===== src/hdl/fio_pkg.sv =====
// Package for the forced I/O override block: point counts, command codes, timing.
// Assumes a single 125 MHz system clock and a scan-based program engine outside.
package fio_pkg;
  // Point counts per direction
  localparam int unsigned NUM_IN  = 16;
  localparam int unsigned NUM_OUT = 16;
  localparam int unsigned IDX_W   = 4;
  // Which input points act as the run-stop and reset inputs
  localparam logic [IDX_W-1:0] STOP_POINT  = 4'h0;
  localparam logic [IDX_W-1:0] RESET_POINT = 4'h1;
  // Reset values
  localparam logic [NUM_IN-1:0]  IN_RST  = 16'h0000;
  localparam logic [NUM_OUT-1:0] OUT_RST = 16'h0000;
  localparam logic [26:0]        CNT_RST = 27'h000_0000;
  // Timing
  localparam int unsigned CLK_HZ          = 125_000_000;
  localparam int unsigned SLOW_PERIOD_MS  = 1000;
  localparam int unsigned FAST_PERIOD_MS  = 100;
  localparam int unsigned SLOW_HALF_CYC   = CLK_HZ / 1000 * SLOW_PERIOD_MS / 2;
  localparam int unsigned FAST_HALF_CYC   = CLK_HZ / 1000 * FAST_PERIOD_MS / 2;

  // Operator commands
  typedef enum logic [2:0] {
    FIO_OP_NOP     = 3'b000,
    FIO_OP_NEW     = 3'b001,
    FIO_OP_ON      = 3'b010,
    FIO_OP_OFF     = 3'b011,
    FIO_OP_RELEASE = 3'b100,
    FIO_OP_TOGGLE  = 3'b101,
    FIO_OP_DEL_ALL = 3'b110
  } fio_op_t;

  typedef struct packed {
    fio_op_t          op;
    logic             is_out;
    logic [IDX_W-1:0] idx;
  } fio_cmd_t;

  // Run LED modes
  typedef enum logic [1:0] {
    FIO_LED_OFF  = 2'b00,
    FIO_LED_ON   = 2'b01,
    FIO_LED_SLOW = 2'b10,
    FIO_LED_FAST = 2'b11
  } fio_led_t;

  // Whole state of the override block
  typedef struct packed {
    logic [NUM_IN-1:0]  sync1;
    logic [NUM_IN-1:0]  raw;
    logic [NUM_IN-1:0]  in_en;
    logic [NUM_IN-1:0]  in_lvl;
    logic [NUM_OUT-1:0] out_en;
    logic [NUM_OUT-1:0] out_lvl;
    logic               active;
    logic [NUM_IN-1:0]  in_img;
    logic [NUM_OUT-1:0] out_img;
    logic               rst_prev;
    fio_led_t           led_mode;
    logic [26:0]        led_cnt;
    logic               led;
  } fio_state_t;
endpackage


===== src/hdl/fio_override.sv =====
// Forced I/O override: per-point force flags and levels, global start/suspend,
// clearing events, and the run LED pattern. Assumes the program engine gives
// one-cycle scan strobes and operator commands on the same clock.
// Operation
// - Forced input replaces terminal level for program
// - Forced output replaces program result on output
// - Every point forced independently, own flag, level
// - Forces kept across run/stop, hold when stopped
// - Power-up keeps settings, suspends forcing
// - Dead battery at power-up clears all settings
// - Download keeps settings, option selects suspend
// - Reset input, clear-all, system download clear all
// - Counter, catch, interrupt inputs see raw levels
// - Reset point turned on by forcing clears all
// - Running, not forcing: LED steadily on
// - Forcing and running: LED flashes 1 s
// - Forcing and stopped: LED flashes 100 ms
// - New command registers a point as forced
// - Force on/off commands set forced level
// - Release command returns point to normal
// - Start/suspend toggles forcing, settings kept
// - Designation stays until release or clear
`timescale 1ns/1ns
module fio_override
  #(
    parameter int unsigned SLOW_HALF = fio_pkg::SLOW_HALF_CYC,
    parameter int unsigned FAST_HALF = fio_pkg::FAST_HALF_CYC
  )
  (
    input  wire logic                          clk_sys_in,
    input  wire logic                          rst_in,
    input  wire logic [fio_pkg::NUM_IN-1:0]    term_in,
    input  wire logic [fio_pkg::NUM_OUT-1:0]   prog_out_in,
    input  wire logic                          scan_in_latch_in,
    input  wire logic                          scan_out_update_in,
    input  wire logic                          running_in,
    input  wire logic                          maintain_outputs_when_stopped_in,
    input  wire logic                          cmd_valid_in,
    input  wire fio_pkg::fio_cmd_t             cmd_in,
    input  wire logic                          power_up_in,
    input  wire logic                          battery_fail_in,
    input  wire logic                          prog_download_in,
    input  wire logic                          download_suspend_in,
    input  wire logic                          clear_all_in,
    input  wire logic                          sys_download_in,
    output logic [fio_pkg::NUM_IN-1:0]         in_image_out,
    output logic [fio_pkg::NUM_OUT-1:0]        out_image_out,
    output logic [fio_pkg::NUM_IN-1:0]         raw_in_out,
    output logic                               stop_req_out,
    output logic                               force_active_out,
    output logic                               run_led_out
  );
  import fio_pkg::*;

  localparam logic [26:0] SLOW_LAST = 27'(SLOW_HALF - 1);
  localparam logic [26:0] FAST_LAST = 27'(FAST_HALF - 1);

  fio_state_t st_reg;
  fio_state_t st_next;

  // One-hot point select, shared by input and output decode
  function automatic logic [NUM_IN-1:0] point_mask(input logic [IDX_W-1:0] idx);
    point_mask = 16'h0001 << idx;
  endfunction

  // Forced level where designated and active, else the normal source
  function automatic logic [NUM_IN-1:0] force_mux(input logic [NUM_IN-1:0] en,
                                                  input logic [NUM_IN-1:0] lvl,
                                                  input logic [NUM_IN-1:0] norm,
                                                  input logic act);
    force_mux = act ? ((en & lvl) | (~en & norm)) : norm;
  endfunction

  logic [NUM_IN-1:0] sel_mask;
  logic              do_cmd;
  logic              rst_rise;
  logic              clear_all;
  logic              out_upd;
  logic [NUM_OUT-1:0] stop_norm;

  // Next-state logic for the whole block
  always_comb
  begin
    st_next  = st_reg;
    sel_mask = point_mask(cmd_in.idx);
    do_cmd   = cmd_valid_in;

    // Terminal levels cross into the clock domain through two flops
    st_next.sync1 = term_in;
    st_next.raw   = st_reg.sync1;

    // Operator commands; new, on, off and release touch only the selected point
    if (do_cmd)
    begin
      case (cmd_in.op)
        FIO_OP_NEW:
        begin
          if (cmd_in.is_out)
          begin
            st_next.out_en  = st_reg.out_en | sel_mask;
          end
          else
          begin
            st_next.in_en   = st_reg.in_en | sel_mask;
          end
        end
        FIO_OP_ON, FIO_OP_OFF:
        begin
          // Levels only change on registered points; unregistered ones ignore it
          if (cmd_in.is_out)
          begin
            st_next.out_lvl = (cmd_in.op == FIO_OP_ON) ? (st_reg.out_lvl | (sel_mask & st_reg.out_en))
                                                       : (st_reg.out_lvl & ~sel_mask);
          end
          else
          begin
            st_next.in_lvl  = (cmd_in.op == FIO_OP_ON) ? (st_reg.in_lvl | (sel_mask & st_reg.in_en))
                                                       : (st_reg.in_lvl & ~sel_mask);
          end
        end
        FIO_OP_RELEASE:
        begin
          if (cmd_in.is_out)
          begin
            st_next.out_en  = st_reg.out_en & ~sel_mask;
            st_next.out_lvl = st_reg.out_lvl & ~sel_mask;
          end
          else
          begin
            st_next.in_en   = st_reg.in_en & ~sel_mask;
            st_next.in_lvl  = st_reg.in_lvl & ~sel_mask;
          end
        end
        FIO_OP_TOGGLE:
        begin
          st_next.active = ~st_reg.active;
        end
        FIO_OP_DEL_ALL:
        begin
          st_next.in_en   = IN_RST;
          st_next.in_lvl  = IN_RST;
          st_next.out_en  = OUT_RST;
          st_next.out_lvl = OUT_RST;
        end
        default:
        begin
          st_next.active = st_reg.active;
        end
      endcase
    end

    // Program download keeps settings; the option decides suspension
    if (prog_download_in && download_suspend_in)
    begin
      st_next.active = 1'b0;
    end

    // Power-up suspends; settings survive unless the battery was dead
    if (power_up_in)
    begin
      st_next.active = 1'b0;
    end

    // Reset point as the program sees it, forced or physical
    rst_rise  = st_reg.in_img[RESET_POINT] & ~st_reg.rst_prev;
    st_next.rst_prev = st_reg.in_img[RESET_POINT];
    clear_all = rst_rise | clear_all_in | sys_download_in
                | (power_up_in & battery_fail_in);

    // Clearing events win over a same-cycle command
    if (clear_all)
    begin
      st_next.in_en   = IN_RST;
      st_next.in_lvl  = IN_RST;
      st_next.out_en  = OUT_RST;
      st_next.out_lvl = OUT_RST;
    end

    // Input image is latched once per scan so forcing stays consistent
    if (scan_in_latch_in)
    begin
      st_next.in_img = force_mux(st_reg.in_en, st_reg.in_lvl, st_reg.raw, st_reg.active);
    end

    // Outputs update per scan when running, every cycle when stopped
    out_upd   = scan_out_update_in | ~running_in;
    stop_norm = maintain_outputs_when_stopped_in ? st_reg.out_img : OUT_RST;
    if (out_upd)
    begin
      st_next.out_img = force_mux(st_reg.out_en, st_reg.out_lvl,
                                  running_in ? prog_out_in : stop_norm,
                                  st_reg.active);
    end

    // LED pattern chosen from run state and forcing state
    if (!running_in)
    begin
      st_next.led_mode = st_reg.active ? FIO_LED_FAST : FIO_LED_OFF;
    end
    else
    begin
      st_next.led_mode = st_reg.active ? FIO_LED_SLOW : FIO_LED_ON;
    end

    // Half-period divider; restarting on a mode change keeps 50 percent duty
    case (st_reg.led_mode)
      FIO_LED_OFF:
      begin
        st_next.led     = 1'b0;
        st_next.led_cnt = CNT_RST;
      end
      FIO_LED_ON:
      begin
        st_next.led     = 1'b1;
        st_next.led_cnt = CNT_RST;
      end
      FIO_LED_SLOW, FIO_LED_FAST:
      begin
        if (st_reg.led_cnt >= ((st_reg.led_mode == FIO_LED_SLOW) ? SLOW_LAST : FAST_LAST))
        begin
          st_next.led_cnt = CNT_RST;
          st_next.led     = ~st_reg.led;
        end
        else
        begin
          st_next.led_cnt = st_reg.led_cnt + 27'h000_0001;
        end
      end
      default:
      begin
        st_next.led_cnt = CNT_RST;
      end
    endcase
    if (st_next.led_mode != st_reg.led_mode)
    begin
      st_next.led_cnt = CNT_RST;
    end
  end

  // State register; every control bit starts cleared
  always_ff @(posedge clk_sys_in or posedge rst_in)
  begin
    if (rst_in)
    begin
      st_reg <= '0;
    end
    else
    begin
      st_reg <= st_next;
    end
  end

  // Outputs straight from state; raw_in_out bypasses forcing, the stop request follows the input image
  assign in_image_out     = st_reg.in_img;
  assign out_image_out    = st_reg.out_img;
  assign raw_in_out       = st_reg.raw;
  assign stop_req_out     = st_reg.in_img[STOP_POINT];
  assign force_active_out = st_reg.active;
  assign run_led_out      = st_reg.led;

  // Checks next to the logic they guard
  property p_in_force;
    @(posedge clk_sys_in) disable iff (rst_in)
    scan_in_latch_in && st_reg.active |=>
      in_image_out == (($past(st_reg.in_en) & $past(st_reg.in_lvl)) | (~$past(st_reg.in_en) & $past(st_reg.raw)));
  endproperty
  a_in_force: assert property (p_in_force) else $error("forced input image wrong");

  property p_out_force;
    @(posedge clk_sys_in) disable iff (rst_in)
    scan_out_update_in && running_in && st_reg.active |=>
      out_image_out == (($past(st_reg.out_en) & $past(st_reg.out_lvl)) | (~$past(st_reg.out_en) & $past(prog_out_in)));
  endproperty
  a_out_force: assert property (p_out_force) else $error("forced output image wrong");

  property p_suspend_raw;
    @(posedge clk_sys_in) disable iff (rst_in)
    scan_in_latch_in && !st_reg.active |=> in_image_out == $past(st_reg.raw);
  endproperty
  a_suspend_raw: assert property (p_suspend_raw) else $error("suspended forcing still applied");

  property p_power_up;
    @(posedge clk_sys_in) disable iff (rst_in)
    power_up_in |=> !force_active_out;
  endproperty
  a_power_up: assert property (p_power_up) else $error("forcing active after power-up");

  property p_dead_battery;
    @(posedge clk_sys_in) disable iff (rst_in)
    power_up_in && battery_fail_in |=> st_reg.in_en == IN_RST && st_reg.out_en == OUT_RST;
  endproperty
  a_dead_battery: assert property (p_dead_battery) else $error("settings kept on dead battery");

  property p_clear;
    @(posedge clk_sys_in) disable iff (rst_in)
    clear_all_in || sys_download_in |=> st_reg.in_en == IN_RST && st_reg.out_lvl == OUT_RST;
  endproperty
  a_clear: assert property (p_clear) else $error("clear event left settings");

  property p_reset_point;
    @(posedge clk_sys_in) disable iff (rst_in)
    $rose(in_image_out[RESET_POINT]) |=> st_reg.in_en == IN_RST && st_reg.out_en == OUT_RST;
  endproperty
  a_reset_point: assert property (p_reset_point) else $error("reset point did not clear");

  property p_led_steady;
    @(posedge clk_sys_in) disable iff (rst_in)
    (running_in && !force_active_out) [*3] |=> run_led_out;
  endproperty
  a_led_steady: assert property (p_led_steady) else $error("run LED not steady on");

  property p_toggle;
    @(posedge clk_sys_in) disable iff (rst_in)
    cmd_valid_in && cmd_in.op == FIO_OP_TOGGLE && !power_up_in && !prog_download_in
      |=> force_active_out != $past(force_active_out);
  endproperty
  a_toggle: assert property (p_toggle) else $error("start/suspend did not toggle");

  property p_duty;
    @(posedge clk_sys_in) disable iff (rst_in)
    $changed(run_led_out) && $past(st_reg.led_mode) == FIO_LED_FAST && st_reg.led_mode == FIO_LED_FAST
      |-> $past(st_reg.led_cnt) == FAST_LAST;
  endproperty
  a_duty: assert property (p_duty) else $error("fast flash half period wrong");

  // A released input must lose its designation at the very next edge
  property p_release;
    @(posedge clk_sys_in) disable iff (rst_in)
    cmd_valid_in && cmd_in.op == FIO_OP_RELEASE && !cmd_in.is_out
      |=> (st_reg.in_en & point_mask($past(cmd_in.idx))) == IN_RST;
  endproperty
  a_release: assert property (p_release) else $error("released input still designated");

  // Stopped with forcing on, designated outputs carry their forced level
  property p_stop_hold;
    @(posedge clk_sys_in) disable iff (rst_in)
    !running_in && st_reg.active
      |=> ((out_image_out ^ $past(st_reg.out_lvl)) & $past(st_reg.out_en)) == OUT_RST;
  endproperty
  a_stop_hold: assert property (p_stop_hold) else $error("forced output not held while stopped");

  c_toggle:    cover property (@(posedge clk_sys_in) cmd_valid_in && cmd_in.op == FIO_OP_TOGGLE);
  c_force_on:  cover property (@(posedge clk_sys_in) cmd_valid_in && cmd_in.op == FIO_OP_ON && st_reg.active);
  c_rst_clear: cover property (@(posedge clk_sys_in) rst_rise && st_reg.in_en != IN_RST);
  c_fast:      cover property (@(posedge clk_sys_in) st_reg.led_mode == FIO_LED_FAST && $changed(run_led_out));
  c_stop_hold: cover property (@(posedge clk_sys_in) !running_in && st_reg.active && st_reg.out_en != OUT_RST);
endmodule


===== config.mk =====
export PLATFORM = sky130hd
export DESIGN_NAME = fio_override
export DESIGN_NICKNAME = d
export VERILOG_FILES = /design/src/hdl/fio_pkg.sv /design/src/hdl/fio_override.sv
export SDC_FILE = /design/constraint.sdc
export NUM_CORES = 1
export LEC_CHECK = 0
export ABC_AREA = 1
export BUFFER_PORTS_ARGS = -buffer_cell sky130_fd_sc_hd__clkbuf_2
export CAP_MARGIN = 20
export CORE_MARGIN = 1.5
export CORE_UTILIZATION = 63
export DETAILED_ROUTE_END_ITERATION = 8
export PLACE_DENSITY = 0.9
export SLEW_MARGIN = 15
export SYNTH_ARGS = -nofsm -noshare
export SYNTH_HDL_FRONTEND = slang
export SYNTH_SLANG_ARGS = --single-unit

===== constraint.sdc =====
create_clock -name clk_sys_in -period 12.1 [get_ports clk_sys_in]
set_input_delay 1.21 -clock clk_sys_in [delete_from_list [all_inputs] [get_ports clk_sys_in]]
set_output_delay 1.21 -clock clk_sys_in [all_outputs]
set_load 0.005 [all_outputs]

# Word level (Yosys, flattened, before mapping)
# Cells that the tools add are included.
# classes
reduce_logical	14
n_addsub	1
muxes	29
bitwise_logic	29
shifts	1
magnitude_cmp	1
n_eq_ne	17
# op_table
operator	count
one-hot mux 16 bit (3 select lines)	4
AND 16 bit	10
2-to-1 mux 16 bit	10
OR 16 bit	6
one-hot mux 28 bit (3 select lines)	1
2-to-1 mux 65 bit	1
2-to-1 mux 32 bit	2
2-to-1 mux 64 bit	1
2-to-1 mux 27 bit	2
NOT 16 bit	3
adder 27 x 1 -> 27 bit, second input constant	1
>= comparator 27 x 26 -> 1 bit	1
2-to-1 mux 26 bit	1
!= test 3 bit, second input constant	6
AND reduction 4 bit	4
<< shifter 1 x 4 -> 16 bit, first input constant	1
== test 3 bit, second input constant	3
nonzero test 4 bit	2
== test 3 x 2 -> 1 bit, second input constant	2
2-to-1 mux 2 bit	3
nonzero test 3 bit	2
== test 2 bit, second input constant	2
2-to-1 mux 1 bit	4
NOT 1 bit	4
11 further kinds	16
# word_totals
elab_cells	105
out_inout_bits	51
in_bits	53
regBits	160

# Logic depth before layout (Yosys ltp)
# Gate-level depths: netlist (run 1).
# logic_depth
ltp_word	9
depth_mapped	15
ltp_nobuf	15

# Least setup slack after synthesis (run 1)
# No wires, ideal clock.
# synth_path
kind	input -> register
from	in clear_all_in
to	reg st_reg[71] (netlist bit)
required_ps	11981
n_path_buf	0
slack_ps	9717
path_stages	7
arrival_ps	2264
setup_ps	119
cell_sequence	nor2_1 -> nand3_1 -> or2_2 -> nand3_2 -> clkinv_1 -> a31oi_1 -> nor2_1
# synth_via
elab_chain_cells	5
word_cells_on_any_way	9
classes_between	eq/ne (2); mux (1); bitwise (3); reduce/logical (3)
# synth_lines
item	line_no	text
start: declaration	fio_override.sv:44	input wire logic clear_all_in,
OR 1 bit (*) (2 in a row)	fio_override.sv:167	clear_all = rst_rise | clear_all_in | sys_download_in
OR 1 bit (*)	fio_override.sv:168	| (power_up_in & battery_fail_in);
!= test 3 bit (no source line) (tied with other cells)	-	
AND reduction 4 bit (no source line)	-	
end signal: assignment	fio_override.sv:249	st_reg <= st_next;
end: declaration	fio_override.sv:58	fio_state_t st_reg;
# Mark *: on every way between the ends. The rest lies on a longest branch, timed or not.
# A chain may end at the register's enable or synchronous reset.

# Final worst setup path (run 1)
# layout_path
from	reg st_reg, in the netlist force_active_out
to	out force_active_out
# layout_lines
item	line_no	text
end: declaration	fio_override.sv:50	output logic force_active_out,
# No word-level cell between the ends.

==> results of run 1 <==
[final cells by class]
type                            instances  area (µm²)  area share [%]
Clock inverter                         15         171            1.89
Inverter                              130         493            5.43
Multi-Input combinational cell        621        3230            35.6
Tap cell                              172         215            2.37
Timing Repair Buffer                  105         531            5.85
Sequential cell                       160        4000            44.1
Clock buffer                           17         425            4.69
[kinds of logic after synthesis]
| kind of cell | synth area share (%) |
|---|---|
| and+or+nand+nor | 19.6 |
| xor gates and xnor gates | 1.69 |
| DFF | 48.3 |
| adders and majority gates | 1.36 |
| AOI/OAI and AO/OA | 16.4 |
| buffers and inverters | 12.6 |
[synth_stat cells (all sizes together)]
library cell  instances
inv                 127
o21bai                2
nor2                117
nand2               158
o31ai                 1
o311ai               10
nor3                 17
or2                   3
nand3                54
xnor2                 3
a21oi               115
nor4                  1
buf                  66
and3                  1
ha                    9
o221ai               16
dfrtp               160
a21o                  1
nand4                14
o22ai                23
o21ai                51
xor2                 13
clkbuf               17
a31oi                11
nor3b                 1
clkinv                3
[report_power, final]
part	switching (mW)	total (mW)	internal [mW]
combinational	0.0759	0.112	0.0361
sequential	0.0129	0.566	0.553
clock	0.243	0.537	0.294
total	0.332	1.22	0.883
[routing by layer]
layer  share of wire, %  vias up  GRT usage [%]
li1                   -     3331              -
met1                 37     3395           34.4
met2                 52      336           54.1
met3                5.2      103           5.57
met4                5.1        0           16.8
met5                  0        -              0
[how the worst max path moves through the flow]
stage	start	to
global route	clear_all_in	st_reg[100]
floorplan	rst_in	force_active_out
CTS	force_active_out	force_active_out
finish	force_active_out	force_active_out
global placement	power_up_in	st_reg[118]
detailed placement	clear_all_in	st_reg[111]
[through the flow]
step           hold slack (ns)  instance area (µm²)  cells
2_1_floorplan            0.331                 8290    994
3_3_place_gp             0.331                 8480   1188
3_5_place_dp             0.335                 8480   1188
4_1_cts                  0.348                 9070   1220
5_1_grt                  0.349                 9070   1220
6_report                 0.346                 9070   1220
[worst register-to-register path, cell delays in order (launching register included)]
cell	delay (ns)
sky130_fd_sc_hd__dfrtp_1	0.67
sky130_fd_sc_hd__buf_4	0.43
sky130_fd_sc_hd__inv_1	0.41
sky130_fd_sc_hd__nand2_1	0.20
sky130_fd_sc_hd__nand3_1	0.10
sky130_fd_sc_hd__inv_1	0.13
sky130_fd_sc_hd__nand3_4	0.35
sky130_fd_sc_hd__nor3_1	0.28
==> impl_summary.txt, run 1 <==
----------------------------------------------------
[STA]
  Transition time at the pin with the least slew margin ... 0.899 ns
  Minimum clock period after layout ... 2.93 ns
  Final number of hold-violating endpoints ... 0
  Maximum achievable frequency ... 0.342 GHz
  Setup Viol. Count Final ... 0
  Setup slack after layout ... 9.17 ns
  Setup repair after global routing missed its margin ... false
  Setup TNS ... 0 ns
  Pins over their slew limit ... 0
  Worst slew margin ... 40.0%
  Crit share post-route ... 24.2%
  Setup Skew ... 0.0108 ns

[Clock tree]
  Buffer cell driving the clock tree root ... sky130_fd_sc_hd__clkbuf_16
  Post-CTS Setup Inserts ... 0
  Clock transition at the register clock pins on the worst setup and hold paths after CTS ... 0.07 ns
  Largest buffer count on any clock path ... 2
  Clock insertion delay at the later pin of the skew report ... 0.44 ns
  Clock tree from TritonCTS ... yes
  CTS H-tree lvls ... 4
  Total CTS buffers ... 17
  Clk sinks ... 160
  CTS resizes ... 0
  Total of hold buffers inserted after clock tree synthesis ... 0

[Synth]
  Share of synthesized area occupied by flip-flops and latches ... 48.3%
  Number of synthesized register bits ... 160
  Top cell type by total area after synthesis ... sky130_fd_sc_hd__dfrtp_1
  Distinct cell type count after synthesis ... 40
  Number of instances in the synthesized netlist ... 994
  Main area contributors after synthesis ... sky130_fd_sc_hd__dfrtp_1 48%, sky130_fd_sc_hd__nand2_1 7.1%, sky130_fd_sc_hd__a21oi_1 6.6%, sky130_fd_sc_hd__inv_1 5.5%, sky130_fd_sc_hd__buf_4 4.4%
  Mean instance size in the synthesized netlist ... 8.34 µm²
  Share of the synthesized area in the top cell type ... 48.3%
  Total standard cell area after synthesis ... 8290 µm²
  Synthesis Warnings ... 0
  Synthesized netlist net count ... 1,056

[GRT]
  GRT Total Usage ... 30.4%
  First-pass GRT wire length ... 33,800 µm
  Maximum number of pins on one net before global-route repair ... 104
  Number of global-route vias before repair ... 7,287
  Initial antenna violation count ... 0
  Total grt overflow ... 0

[Detailed routing]
  Remaining number of nets flagged by the antenna check after routing ... 0
  Detailed-router iteration count before antenna repair ... 6
  Via count ... 7,165
  Via density per instance ... 5.87
  Total routed wirelength ... 20,000 µm
  Routed wirelength normalized by instance count ... 16.4 µm
  Starting DRT DRC Count ... 732
  Remaining DRCs ... 0

[Worst setup path]
  Critical Path Fanout Max ... 32
  Critical R2R Capture ... st_reg[4]
  RR Startpoint ... force_active_out
  Arrival time worst endpoint ... 1.72 ns
  Kind of critical path ... reg2out
  Internal reg-to-reg setup slack ... 9.44 ns
  Logic depth of the worst path, buffers included ... 2
  Delay contributed by the slowest stage of the critical path ... 0.67 ns
  Launching element type of the critical path ... flop
  Capturing element type of the critical path ... output pin
  Cell type group with the largest total delay on the critical path ... flip-flops
  Depth of the worst register-to-register path ... 7
  Bufs and invs on worst path ... 2
  Series of cell instances along the critical path ... buf_4 > clkbuf_2
  Critical path data required time ... 10.89 ns
  Slowest-stage cell, CP ... sky130_fd_sc_hd__dfrtp_1

[Hold path]
  Origin of the worst min-delay path ... st_next[132]
  Hold worst-path end ... raw_in_out[4]
  Hold/Removal Path Class ... reg2reg
  Worst hold path stage count ... 0

[Flow run]
  Max_cap viols ... 0

[Place]
  Placed wire-length estimate ... 13,600 µm
  Place WS ... 8.87 ns
  Number of port buffers ... 103
  Routability congestion estimate from global placement ... 0.970

[Floorplanning]
  Chip Height ... 118 µm
  Row Count ... 41
  Count of boundary I/O pins ... 104
  Initial Util ... 65.1%
  Placeable Area ... 12,700 µm²
  Width of the die ... 118 µm
  Total die area ... 13,800 µm²

[Power]
  Power Total ... 1.22 mW
  Maximum resistive drop on vdd ... 0.000120 V
  Power per cell area ... 134 nW/µm²
  Leakage power figure ... 4.31 nW

[Finish]
  Util after Layout ... 71.3%
  Fillcell total ... 998
  Diode count ... 0
  Commonest non-fill, non-tap cell in the layout ... sky130_fd_sc_hd__dfrtp_1
  Highest-count cells in the layout ignoring fill and taps ... 160 x sky130_fd_sc_hd__dfrtp_1, 156 x sky130_fd_sc_hd__nand2_1, 120 x sky130_fd_sc_hd__inv_1
  Final Net Count ... 1,097
  Area growth, synth to finish ... 9.51%
  Flip-flop count of the largest register, all copies and words added ... 94
  Fraction of final layout cells with drive strength greater than 1 ... 17.7%

[Outcome]
  Outcome ... finished clean

----------------------------------------------------
Power figures use the tool's default switching activity.
==> run 2, diff against run 1 <==
Settings changed: CORE_UTILIZATION 63 to 58, PLACE_DENSITY 0.9 to 0.84.
Clock period 12.1 ns to 2.73 ns, I/O delays scaled along.
==> run 2 against run 1 <==
  * Final cell count is 2.8% higher
  * Critical path depth is 9 higher
  * Via count is 2.4% lower
  * Setup slack worse by 8.8 ns
  * Final area is 3.5% higher
  * Clock power grew to 4.6 times the previous value
  * Combinational power grew to 4.7 times the previous value
  * Sequential share of layout area is 1.5 points lower
  * Sequential power grew to 4.4 times the previous value
  * Non-clock buffer count is 26 higher
  * Die area is 8.4% higher
  * Largest cell class unchanged
  * Largest power group unchanged
==> impl_summary.txt, run 2 (synthesis gave the netlist of run 1 again) <==
----------------------------------------------------
[STA]
  Transition time at the pin with the least slew margin ... 0.652 ns (-0.247 ns)
  Worst slew margin ... 56.1% (+16 points)
  Pins over their slew limit ... 0 (unchanged)
  Crit share post-route ... 87.1%
  Setup Skew ... 0.00956 ns (-0.00122 ns)
  Setup Viol. Count Final ... 0 (unchanged)
  Minimum clock period after layout ... 2.38 ns
  Setup repair after global routing missed its margin ... false
  Setup TNS ... 0 ns (unchanged)
  Final number of hold-violating endpoints ... 0 (unchanged)
  Maximum achievable frequency ... 0.421 GHz

[Detailed routing]
  Detailed-router iteration count before antenna repair ... 5 (-1)
  Remaining DRCs ... 0 (unchanged)
  Starting DRT DRC Count ... 598 (-18%)
  Via count ... 6,996 (-2.4%)
  Total routed wirelength ... 19,500 µm (-2.2%)
  Routed wirelength normalized by instance count ... 15.6 µm (-4.9%)
  Remaining number of nets flagged by the antenna check after routing ... 0 (unchanged)
  Via density per instance ... 5.58 (-5.0%)

[Worst setup path]
  Critical Path Fanout Max ... 26 (-19%)
  Cell type group with the largest total delay on the critical path ... simple AND/OR/NAND/NOR gates
  Kind of critical path ... reg2reg
  Critical path data required time ... 3.07 ns (-7.82 ns)
  Slowest-stage cell, CP ... sky130_fd_sc_hd__dfrtp_1
  Bufs and invs on worst path ... 1 (-1)
  Arrival time worst endpoint ... 2.71 ns (+0.99 ns)
  Most common cell on crit path ... sky130_fd_sc_hd__nand2_1
  Launching element type of the critical path ... flop
  Capturing element type of the critical path ... flop
  Startpoint of the most critical setup path ... st_reg[28]
  Series of cell instances along the critical path ... inv_2 > nand2_4 > ha_1 > nand2_1 > nor2_1 > nand2_1 > o21bai_1 > nand3_2 > nor2_4 > nand3_4 > nor3_1
  Delay contributed by the slowest stage of the critical path ... 0.42 ns (-0.25 ns)
  RR Startpoint ... st_reg[28]

[GRT]
  Maximum number of pins on one net before global-route repair ... 65 (-38%)
  GRT Total Usage ... 28.2% (-2.2 points)
  Total grt overflow ... 0 (unchanged)
  First-pass GRT wire length ... 32,900 µm (-2.6%)
  Number of global-route vias before repair ... 7,055 (-3.2%)
  Initial antenna violation count ... 0 (unchanged)

[Power]
  Leakage power figure ... 4.45 nW (+3.3%)
  Power per cell area ... 587 nW/µm² (+340%)
  Maximum resistive drop on vdd ... 0.000470 V (+290%)

[Place]
  Cell Area, Placed ... 8580 µm² (+1.2%)
  Routability congestion estimate from global placement ... 0.939 (-3.2%)
  Number of port buffers ... 103 (unchanged)
  Placed wire-length estimate ... 14,000 µm (+2.7%)

[Finish]
  Final Net Count ... 1,123 (+2.4%)
  Diode count ... 0 (unchanged)
  Fillcell total ... 1,133 (+14%)
  Highest-count cells in the layout ignoring fill and taps ... 160 x sky130_fd_sc_hd__dfrtp_1, 156 x sky130_fd_sc_hd__nand2_1, 120 x sky130_fd_sc_hd__inv_1
  Finished Cell Area ... 9390 µm² (+3.5%)
  Area growth, synth to finish ... 13.3%
  Commonest non-fill, non-tap cell in the layout ... sky130_fd_sc_hd__dfrtp_1
  Fraction of final layout cells with drive strength greater than 1 ... 18.1% (+0.41 points)
  Flip-flop count of the largest register, all copies and words added ... 94 (unchanged)

[Clock tree]
  Largest buffer count on any clock path ... 2 (unchanged)
  CTS resizes ... 0 (unchanged)
  Clock transition at the register clock pins on the worst setup and hold paths after CTS ... 0.07 ns (about the same)
  Total CTS buffers ... 17 (unchanged)
  Clock insertion delay at the later pin of the skew report ... 0.44 ns (about the same)
  Clock tree from TritonCTS ... yes
  Post-CTS Setup Inserts ... 0 (unchanged)
  CTS H-tree lvls ... 4 (unchanged)
  Total of hold buffers inserted after clock tree synthesis ... 17 (+17)
  Buffer cell driving the clock tree root ... sky130_fd_sc_hd__clkbuf_16
  Clk sinks ... 160 (unchanged)

[Floorplanning]
  Width of the die ... 123 µm (+4.1%)
  Total die area ... 15,000 µm² (+8.4%)
  Chip Height ... 123 µm (+4.1%)
  Count of boundary I/O pins ... 104 (unchanged)
  Placeable Area ... 13,900 µm² (+9.5%)
  Initial Util ... 59.5% (-5.7 points)
  Row Count ... 43 (+4.9%)

[Hold path]
  Origin of the worst min-delay path ... power_up_in
  Hold/Removal Path Class ... in2reg

[Flow run]
  Max_cap viols ... 0 (unchanged)

[Outcome]
  Outcome ... finished clean

----------------------------------------------------
## run 2: cell types whose count changed in the layout (fill, tap and decap cells not counted), sizes merged
| cell | change |
|---|---|
| clkinv | +4 |
| clkinvlp | -1 |
| dlygate4sd3 | +17 |
| buf | +9 |
| inv | -3 |
## run 2: layer usage
layer | track usage (%) | vias to the layer above | wire length [µm]
met2 | 49.7 | 205 | 10300
met4 | 14.0 | 0 | 748
met3 | 5.58 | 58 | 852
met1 | 32.9 | 3345 | 7650
li1 | - | 3388 | -
met5 | 0 | - | 0
## run 2: layout make-up
| cell class | instances | area (µm²) | share of cell area (%) |
|---|---|---|---|
| sequential | 160 | 4000 | 42.6 |
| inverter | 130 | 492 | 5.24 |
| clock inverter | 15 | 215 | 2.29 |
| tap | 180 | 225 | 2.40 |
| timing repair buffer | 131 | 793 | 8.45 |
| multi-input combinational | 621 | 3230 | 34.4 |
| clock buffer | 17 | 425 | 4.53 |
## run 2: path summary, 6_finish.rpt
| check | to | slack [ns] | depth (start not counted) |
|---|---|---|---|
| hold / removal | force_active_out | 0.11 | 4 |
| setup reg to reg | st_reg[7] | 0.35 | 11 |
| setup / recovery | st_reg[7] | 0.35 | 11 |
| min in group asynchronous | st_reg[25] | 0.41 | 3 |
| hold reg to reg | raw_in_out[12] | 0.35 | 0 |
| max in group asynchronous | st_next[140] | 1.64 | 4 |
## run 2: worst min-delay path, cell delays in order
cell and delay, ns:
sky130_fd_sc_hd__clkbuf_2 0.09, sky130_fd_sc_hd__a21oi_1 0.04, sky130_fd_sc_hd__o21ai_0 0.06, sky130_fd_sc_hd__a21oi_1 0.05
## run 2: metrics by stage
stage	std cells	hold slack [ns]	worst slack (ns)	utilization [%]	power, mW
floorplan	994	0.304	0.428	-	2.94
global placement	1205	0.329	0.487	61.6	3.04
finish	1254	0.114	0.353	67.4	5.51
detailed placement	1205	0.327	0.318	61.6	3.05
CTS	1254	0.105	0.326	67.4	5.54
global route	1254	0.147	0.120	67.4	5.72
## run 2: power breakdown
part           leakage, nW  switching (mW)  total (mW)  internal, mW
sequential            2.10          0.0569        2.51          2.45
clock                0.309            1.14        2.48          1.34
combinational         2.03           0.334       0.522         0.189
